[src/design/usf_pkg.sv]
// Constants shared by the unit status flag bank and its synchroniser.
// Assumes one 25 MHz clock and a plain strobe register port.
// Functional notes
// - Unit word bit 20 shows write mode
// - Unit word bit 21 shows RAM differs
// - Unit word bit 25 always reads one
// - Summary bit 0 on memory fault, detail bits
// - Summary bit 1 shows configuration fault
// - Summary bit 3 shows external RAM fault
// - Summary bit 4 from link bits only
// - Summary bit 6 shows link communication error
package usf_pkg;
    // Bus widths
    localparam int ADDR_W = 16;
    localparam int DATA_W = 32;
    localparam int WORD_W = 16;
    // Register addresses: area byte above, printed offset below
    localparam logic [15:0] ADDR_UNIT = 16'hc001;
    localparam logic [15:0] ADDR_SUMMARY = 16'hc400;
    localparam logic [15:0] ADDR_DETAIL = 16'hc401;
    localparam logic [15:0] ADDR_IRQ_STAT = 16'hf000;
    localparam logic [15:0] ADDR_IRQ_MASK = 16'hf001;
    // Unit status word fields
    localparam int UNIT_WMODE_BIT = 20;
    localparam int UNIT_RAMDIFF_BIT = 21;
    localparam int UNIT_COMMWR_BIT = 25;
    // Summary word fields
    localparam int SUM_MEM_BIT = 0;
    localparam int SUM_CFG_BIT = 1;
    localparam int SUM_XRAM_BIT = 3;
    localparam int SUM_LINK_BIT = 4;
    localparam int SUM_PLINK_BIT = 6;
    // Memory fault detail fields
    localparam int DET_NV_BIT = 4;
    localparam int DET_SETVAL_BIT = 6;
    localparam int DET_MODEL_BIT = 9;
    localparam int DET_MISMATCH_BIT = 12;
    // Reset values
    localparam logic [15:0] IRQ_STAT_RST = 16'h0000;
    localparam logic [15:0] IRQ_MASK_RST = 16'h0000;
    localparam logic [31:0] RDATA_RST = 32'h0000_0000;
    // Positions in the raw flag vector
    localparam int FLG_WMODE = 0;
    localparam int FLG_RAMDIFF = 1;
    localparam int FLG_NV = 2;
    localparam int FLG_SETVAL = 3;
    localparam int FLG_MODEL = 4;
    localparam int FLG_MISMATCH = 5;
    localparam int FLG_CFG = 6;
    localparam int FLG_XRAM = 7;
    localparam int FLG_PLINK = 8;
    localparam int FLG_INTCOMM = 9;
    localparam int FLG_LINK_LO = 10;
    localparam int LINK_N = 8;
    localparam int FLG_N = 18;
endpackage

[src/design/usf_flag_if.sv]
// Carries the synchronised status flags from the synchroniser to the bank.
// Assumes both ends sit on the same system clock.
`timescale 1ns/1ps
interface usf_flag_if;
    import usf_pkg::*;
    logic [FLG_N-1:0] flags; // Flags, already in the clock domain
    modport src (output flags);
    modport dst (input flags);
endinterface : usf_flag_if

[src/design/usf_sync.sv]
// Two-stage synchroniser for the raw status flags.
// Assumes the flags come from logic outside this clock domain.
`timescale 1ns/1ps
module usf_sync
    import usf_pkg::*;
#(
    parameter int W = FLG_N
) (
    // Clock and reset
    input wire logic i_sys_clk,
    input wire logic i_rst,
    // Raw flags
    input wire logic [W-1:0] i_raw,
    // Synchronised flags
    usf_flag_if.src o_sync
);
    // Both stages; first stage is read only by the second
    typedef struct packed {
        logic [W-1:0] meta;
        logic [W-1:0] safe;
    } usf_sync_t;

    usf_sync_t s_ff; // Registered state
    usf_sync_t nxt_s; // Next state

    // Shift the flags one stage per clock
    always_comb begin
        nxt_s = s_ff;
        nxt_s.meta = i_raw;
        nxt_s.safe = s_ff.meta;
    end

    // Register, cleared by reset so flags start off
    always_ff @(posedge i_sys_clk) begin
        if (i_rst) begin
            s_ff <= '0;
        end else begin
            s_ff <= nxt_s;
        end
    end

    assign o_sync.flags = s_ff.safe;
endmodule : usf_sync

[src/design/usf_top.sv]
// Unit status flag bank: read-only status words plus an event interrupt.
// Assumes a plain strobe port master and status levels from other logic.
//
// Added by the designer: the plain strobed port.
`timescale 1ns/1ps
module usf_top
    import usf_pkg::*;
(
    // Clock and reset
    input wire logic i_sys_clk,
    input wire logic i_rst,
    // Register port
    input wire logic [ADDR_W-1:0] i_addr,
    input wire logic [DATA_W-1:0] i_wdata,
    input wire logic i_wr,
    input wire logic i_rd,
    output logic [DATA_W-1:0] o_rdata,
    // Unit state levels
    input wire logic i_write_mode,
    input wire logic i_ram_differs,
    // Memory fault causes
    input wire logic i_nv_err,
    input wire logic i_setval_err,
    input wire logic i_model_data_err,
    input wire logic i_model_mismatch_err,
    // Other fault levels
    input wire logic i_config_err,
    input wire logic i_ext_ram_err,
    input wire logic i_plink_err,
    input wire logic i_int_comm_err,
    input wire logic [LINK_N-1:0] i_link_err_bits,
    // Outputs
    output logic o_int_comm_err,
    output logic o_irq
);
    // All state of the bank
    typedef struct packed {
        logic [WORD_W-1:0] irq_stat; // Sticky event bits
        logic [WORD_W-1:0] irq_mask; // Interrupt enables
        logic [WORD_W-1:0] sum_prev; // Summary one clock back
        logic [DATA_W-1:0] rdata; // Read answer
        logic int_comm; // Separate internal comms status
    } usf_state_t;

    usf_state_t s_ff; // Registered state
    usf_state_t nxt_s; // Next state

    usf_flag_if flag_if (); // Synchronised flags
    logic [FLG_N-1:0] raw; // Gathered raw flags
    logic [FLG_N-1:0] f; // Safe flags

    logic [WORD_W-1:0] summary; // Live summary word
    logic [WORD_W-1:0] detail; // Live memory fault detail
    logic [DATA_W-1:0] unit_word; // Live unit status word
    logic [WORD_W-1:0] events; // Summary bits rising now
    logic [WORD_W-1:0] evt_mask; // Bits that can raise events

    // Gather every outside level into one vector
    always_comb begin
        raw = '0;
        raw[FLG_WMODE] = i_write_mode;
        raw[FLG_RAMDIFF] = i_ram_differs;
        raw[FLG_NV] = i_nv_err;
        raw[FLG_SETVAL] = i_setval_err;
        raw[FLG_MODEL] = i_model_data_err;
        raw[FLG_MISMATCH] = i_model_mismatch_err;
        raw[FLG_CFG] = i_config_err;
        raw[FLG_XRAM] = i_ext_ram_err;
        raw[FLG_PLINK] = i_plink_err;
        raw[FLG_INTCOMM] = i_int_comm_err;
        raw[FLG_LINK_LO +: LINK_N] = i_link_err_bits;
    end

    // Levels come from other logic, so synchronise all of them
    usf_sync #(
        .W(FLG_N)
    ) u_sync (
        .i_sys_clk(i_sys_clk),
        .i_rst(i_rst),
        .i_raw(raw),
        .o_sync(flag_if.src)
    );

    assign f = flag_if.flags;

    // Build the three status words from the safe flags
    always_comb begin
        detail = '0;
        detail[DET_NV_BIT] = f[FLG_NV];
        detail[DET_SETVAL_BIT] = f[FLG_SETVAL];
        detail[DET_MODEL_BIT] = f[FLG_MODEL];
        detail[DET_MISMATCH_BIT] = f[FLG_MISMATCH];
        summary = '0;
        summary[SUM_MEM_BIT] = |detail;
        summary[SUM_CFG_BIT] = f[FLG_CFG];
        summary[SUM_XRAM_BIT] = f[FLG_XRAM];
        // Only the link bits count here, never the comms status
        summary[SUM_LINK_BIT] = |f[FLG_LINK_LO +: LINK_N];
        summary[SUM_PLINK_BIT] = f[FLG_PLINK];
        // Unused positions stay at the zero set above
        unit_word = '0;
        unit_word[UNIT_WMODE_BIT] = f[FLG_WMODE];
        unit_word[UNIT_RAMDIFF_BIT] = f[FLG_RAMDIFF];
        unit_word[UNIT_COMMWR_BIT] = 1'b1;
    end

    // Only bits that are defined in the summary can raise an event
    always_comb begin
        evt_mask = '0;
        evt_mask[SUM_MEM_BIT] = 1'b1;
        evt_mask[SUM_CFG_BIT] = 1'b1;
        evt_mask[SUM_XRAM_BIT] = 1'b1;
        evt_mask[SUM_LINK_BIT] = 1'b1;
        evt_mask[SUM_PLINK_BIT] = 1'b1;
    end

    assign events = summary & ~s_ff.sum_prev;

    // Next state: register port, sticky events, read answer
    always_comb begin
        nxt_s = s_ff;
        nxt_s.sum_prev = summary;
        // Comms status follows its own input, not the link bits
        nxt_s.int_comm = f[FLG_INTCOMM];
        // Write one to clear
        if (i_wr && i_addr == ADDR_IRQ_STAT) begin
            nxt_s.irq_stat = s_ff.irq_stat & ~i_wdata[WORD_W-1:0];
        end
        // Mask keeps only defined bits
        if (i_wr && i_addr == ADDR_IRQ_MASK) begin
            nxt_s.irq_mask = i_wdata[WORD_W-1:0] & evt_mask;
        end
        // Set after clear so a same-cycle event is never lost
        nxt_s.irq_stat = nxt_s.irq_stat | events;
        // Status words are read-only; writes to them fall through
        nxt_s.rdata = '0;
        if (i_rd) begin
            unique case (i_addr)
                ADDR_UNIT: begin
                    nxt_s.rdata = unit_word;
                end
                ADDR_SUMMARY: begin
                    nxt_s.rdata = {16'h0000, summary};
                end
                ADDR_DETAIL: begin
                    nxt_s.rdata = {16'h0000, detail};
                end
                ADDR_IRQ_STAT: begin
                    nxt_s.rdata = {16'h0000, s_ff.irq_stat};
                end
                ADDR_IRQ_MASK: begin
                    nxt_s.rdata = {16'h0000, s_ff.irq_mask};
                end
                // Unmapped reads answer zero
                default: begin
                    nxt_s.rdata = '0;
                end
            endcase
        end
    end

    // Single register for the whole bank
    always_ff @(posedge i_sys_clk) begin
        if (i_rst) begin
            s_ff.irq_stat <= IRQ_STAT_RST;
            s_ff.irq_mask <= IRQ_MASK_RST;
            s_ff.sum_prev <= '0;
            s_ff.rdata <= RDATA_RST;
            s_ff.int_comm <= 1'b0;
        end else begin
            s_ff <= nxt_s;
        end
    end

    // Outputs
    assign o_rdata = s_ff.rdata;
    assign o_int_comm_err = s_ff.int_comm;
    assign o_irq = |(s_ff.irq_stat & s_ff.irq_mask);

    // Any memory cause, rebuilt here so the check does not reuse detail
    logic mem_any;
    assign mem_any = f[FLG_NV] | f[FLG_SETVAL] | f[FLG_MODEL] |
        f[FLG_MISMATCH];
endmodule : usf_top

[config.mk]
export PLATFORM = sky130hd
export DESIGN_NAME = usf_top
export DESIGN_NICKNAME = d
export VERILOG_FILES = /design/src/design/usf_pkg.sv /design/src/design/usf_flag_if.sv /design/src/design/usf_sync.sv /design/src/design/usf_top.sv
export SDC_FILE = /design/constraint.sdc
export NUM_CORES = 1
export LEC_CHECK = 0
export BUFFER_PORTS_ARGS = -buffer_cell sky130_fd_sc_hd__buf_2
export CAP_MARGIN = 20
export CORE_MARGIN = 1.5
export CORE_UTILIZATION = 45
export CTS_CLUSTER_SIZE = 10
export DETAILED_ROUTE_END_ITERATION = 12
export GPL_ROUTABILITY_DRIVEN = 0
export PLACE_DENSITY = 0.72
export REMOVE_ABC_BUFFERS = 1
export SETUP_SLACK_MARGIN = 0.4
export SLEW_MARGIN = 0
export SYNTH_ARGS = -nofsm -noshare
export SYNTH_HDL_FRONTEND = slang
export SYNTH_HIERARCHICAL = 1
export SYNTH_SLANG_ARGS = --single-unit
export TNS_END_PERCENT = 100
[constraint.sdc]
create_clock -name i_sys_clk -period 3.6 [get_ports i_sys_clk]
set_clock_uncertainty 0.1 [all_clocks]
set_input_delay 0.54 -clock i_sys_clk [delete_from_list [all_inputs] [get_ports i_sys_clk]]
set_output_delay 0.54 -clock i_sys_clk [all_outputs]
set_load 0.02 [all_outputs]
==> flow_summary.toml <==
[run_status]
status = "complete, but fails checks"
violations = "design-rule violations"

[cts]
clock_path_buffers = 2
cts_tree = "done"
cts_setup_buffers = 0
cts_made_buffers = 9
clkTransAtPathRegs_ns = 0.08
cts_root_buffer = "clkbuf_8"
clk-insertion-delay-late_ns = 0.35
holdBufCountCts = 0
h-tree-depth = 3
clock_sinks = 82
cts_resized = 0

[power]
switching_share_pct = 21.83
ir_worst_vdd_v = 0.0002512
power.internal_w = 0.001337
p_comb_share_pct = 6.2
p_switching_w = 0.0003733
clock_power_share_pct = 38.8
seqPwrFrac_pct = 55.0
power_density_nw_per_um2 = 496.8
p_leak_nw = 1.491

[placed_design]
io_buffers = 74
placed_area_um2 = 3238
dp.cells = 406
dp.final_hpwl_mm = 3.407

[grt]
antenna_found_initial = 0
overflow = 0
grt_pass1_vias = 1892
grtUsageTotal_pct = 15.77
grt_pass1_wl_mm = 8.749
grt_max_degree = 64

[worst_hold_path]
hold_path_class = "primary input to flip-flop"
holdPathStages = 2

[routing]
vias = 2014
maxUsedRoutingLayer = "met4"
met3_length_um = 415
routedWlPerCell_um = 12.13
drtAntennaViolNets = 0
met2WireLength_mm = 2.328
dr.pass1.iters = 8
drc = 6
avgViaCountPerCell = 4.773
wl_met1_mm = 2.239
drtIter0Drc = 132
totalWireLength_mm = 5.117

[sta]
rsz0062_at_grt = "no"
hold_viol = 0
final.setup.tns_ns = 0
relSlewSlack_pct = 53.34
min_period_over_period_pct = 54.98
tightest_slew_ns = 0.6984
fmax_mhz = 505.2
drv_slew = 0
setup-violations-final = 0
min_period_ns = 1.979
hold_ws_ns = 0.2521

[layout]
drive_above_1_share_pct = 31.59
finish.utilization_pct = 53.59
fill_cells = 582
antennaDiodeCount = 0
synthToLayoutAreaGrowth_pct = 13.35
fin_cells = 422
fin_area_um2 = 3442
fin_nets = 410

[floorplan]
core_area_um2 = 6422
rows = 29
fp.dieArea_um2 = 7250
io_pins = 104
die_y_um = 85.15
start_util_pct = 47.28
die_x_um = 85.15

[setup_path]
r2r_cells = 4
cp.required_ns = 3.70
crit_arrival_ns = 2.08
r2r_slack_ns = 2.09
critPathKind = "primary input to flip-flop"
path_max_fanout = 13
end_kind = "flip-flop"
startpoint_type = "primary input"

[synth]
synth_compound_area_share_pct = 8.405
syn_avg_cell_area_um2 = 10.62
netlist_instances = 286
ys_ff_latch = 82
ys_types = 37
syn_area_um2 = 3037
yosys_warnings = 6
synth_mux_area_share_pct = 1.112
yosys.area_share.xor_xnor_pct = 0
synthAdderAreaFrac_pct = 0
ys_seq_area_share_pct = 54.06
synthSimpleGateAreaFrac_pct = 25.83
synth_top_family_by_area = "simple AND/OR/NAND/NOR gates"

[job]
cap_violations = 0
flip-flops by register name, summed over array words and instances, names as in the netlist:
signal               cells
s_ff                    26
o_int_comm_err           1
o_rdata                 19
u_sync/o_sync.flags     18
u_sync/nxt_s            18
power by group through the flow:
stage	Clock, W	Sequential [W]	Combinational, W
finish	0.000663	0.000941	0.000106
global route	0.000724	0.000944	0.000120
global placement	0	0.000961	0.000105
floorplan	0	0.000960	0.0000536
detailed placement	0	0.000962	0.000107
CTS	0.000684	0.000941	0.000107
synth_stat cells:
library cell	count	area, um2
a211oi_1	2	15.01
a21oi_1	23	115.1
a221oi_1	1	8.760
a222oi_1	1	10.01
a22oi_1	4	30.03
a311oi_1	1	8.760
a31oi_1	2	12.51
and2_1	12	75.07
and2b_2	6	52.55
and3_1	1	6.260
and3b_1	1	8.760
and4_1	1	8.760
and4_2	1	10.01
and4bb_2	2	25.02
buf_1	1	3.750
buf_2	2	10.01
buf_4	32	240.2
buf_6	4	45.04
clkbuf_1	5	18.77
conb_1	1	3.750
dfxtp_1	82	1642
mux2_2	3	33.78
nand2_1	3	11.26
nand2b_1	14	87.58
nand3_1	9	45.04
nand3b_1	9	67.56
nand4_1	1	6.260
nand4_4	1	21.27
nor2_1	6	22.52
nor2b_1	37	231.5
nor3b_4	2	37.54
nor4_1	3	18.77
nor4_4	2	42.54
o21a_1	1	7.510
o21ai_0	8	40.04
o21bai_1	1	7.510
or2_2	1	6.260
cells by family after synthesis:
| group | Yosys count |
|---|---|
| AO/OA/AOI/OAI | 44 |
| other | 1 |
| AND/OR/NAND/NOR | 112 |
| buffers and inverters | 44 |
| multiplexers | 3 |
| flip-flops | 82 |
per-layer routing:
layer | up-vias | global-route usage, %
met3 | 12 | 4.475
met4 | 0 | 10.13
met1 | 892 | 19.33
met2 | 85 | 24.31
li1 | 1025 | -
met5 | - | 0
path summary, 6_finish.rpt:
check / start / to
hold / removal: i_wdata[2] / s_ff[67]$_SDFFE_PP0N_
hold reg to reg: u_sync/o_sync.flags[1]$_SDFF_PP0_ / o_rdata[21]$_SDFF_PP0_
setup reg to reg: u_sync/o_sync.flags[15]$_SDFF_PP0_ / o_rdata[4]$_SDFF_PP0_
setup / recovery: i_addr[2] / s_ff[65]$_SDFF_PP0_
worst max-delay path, cell delays in order:
cell and delay [ns]:
buf_2 0.11, nor4_4 0.38, nand4_4 0.25, nor3b_4 0.61, a311oi_1 0.18
area by class of cell:
cell class                      count  area (um2)  share of cell area, %
Clock buffer                       11       151.4                  4.398
Clock inverter                      5       52.55                  1.527
Multi-Input combinational cell    172        1122                  32.61
Sequential cell                    82        1642                  47.69
Tap cell                           77       96.34                  2.799
Timing Repair Buffer               75       377.9                  10.98
layout by cell type, fill, tap and decap left out, types with 3 or more instances in the layout:
cell,synthesis,routed
clkinv_2,0,3
nand2b_1,14,14
a21oi_1,23,23
nand3_1,9,9
nand2_1,3,3
a22oi_1,4,4
clkbuf_8,0,11
and2_1,12,12
mux2_2,3,3
o21ai_0,8,8
buf_2,2,74
nor2b_1,37,37
nor2_1,6,6
nor4_1,3,3
conb_1,1,13
dfxtp_1,82,82
nand3b_1,9,9
and2b_2,6,6
stage by stage:
stage | power (W) | setup slack (ns)
2_1_floorplan | 0.001014 | 1.724
5_1_grt | 0.001788 | 1.507
4_1_cts | 0.001732 | 1.601
6_report | 0.001710 | 1.621
3_3_place_gp | 0.001066 | 1.262
3_5_place_dp | 0.001069 | 1.218
Note: power is estimated with default switching activity, not from simulation.
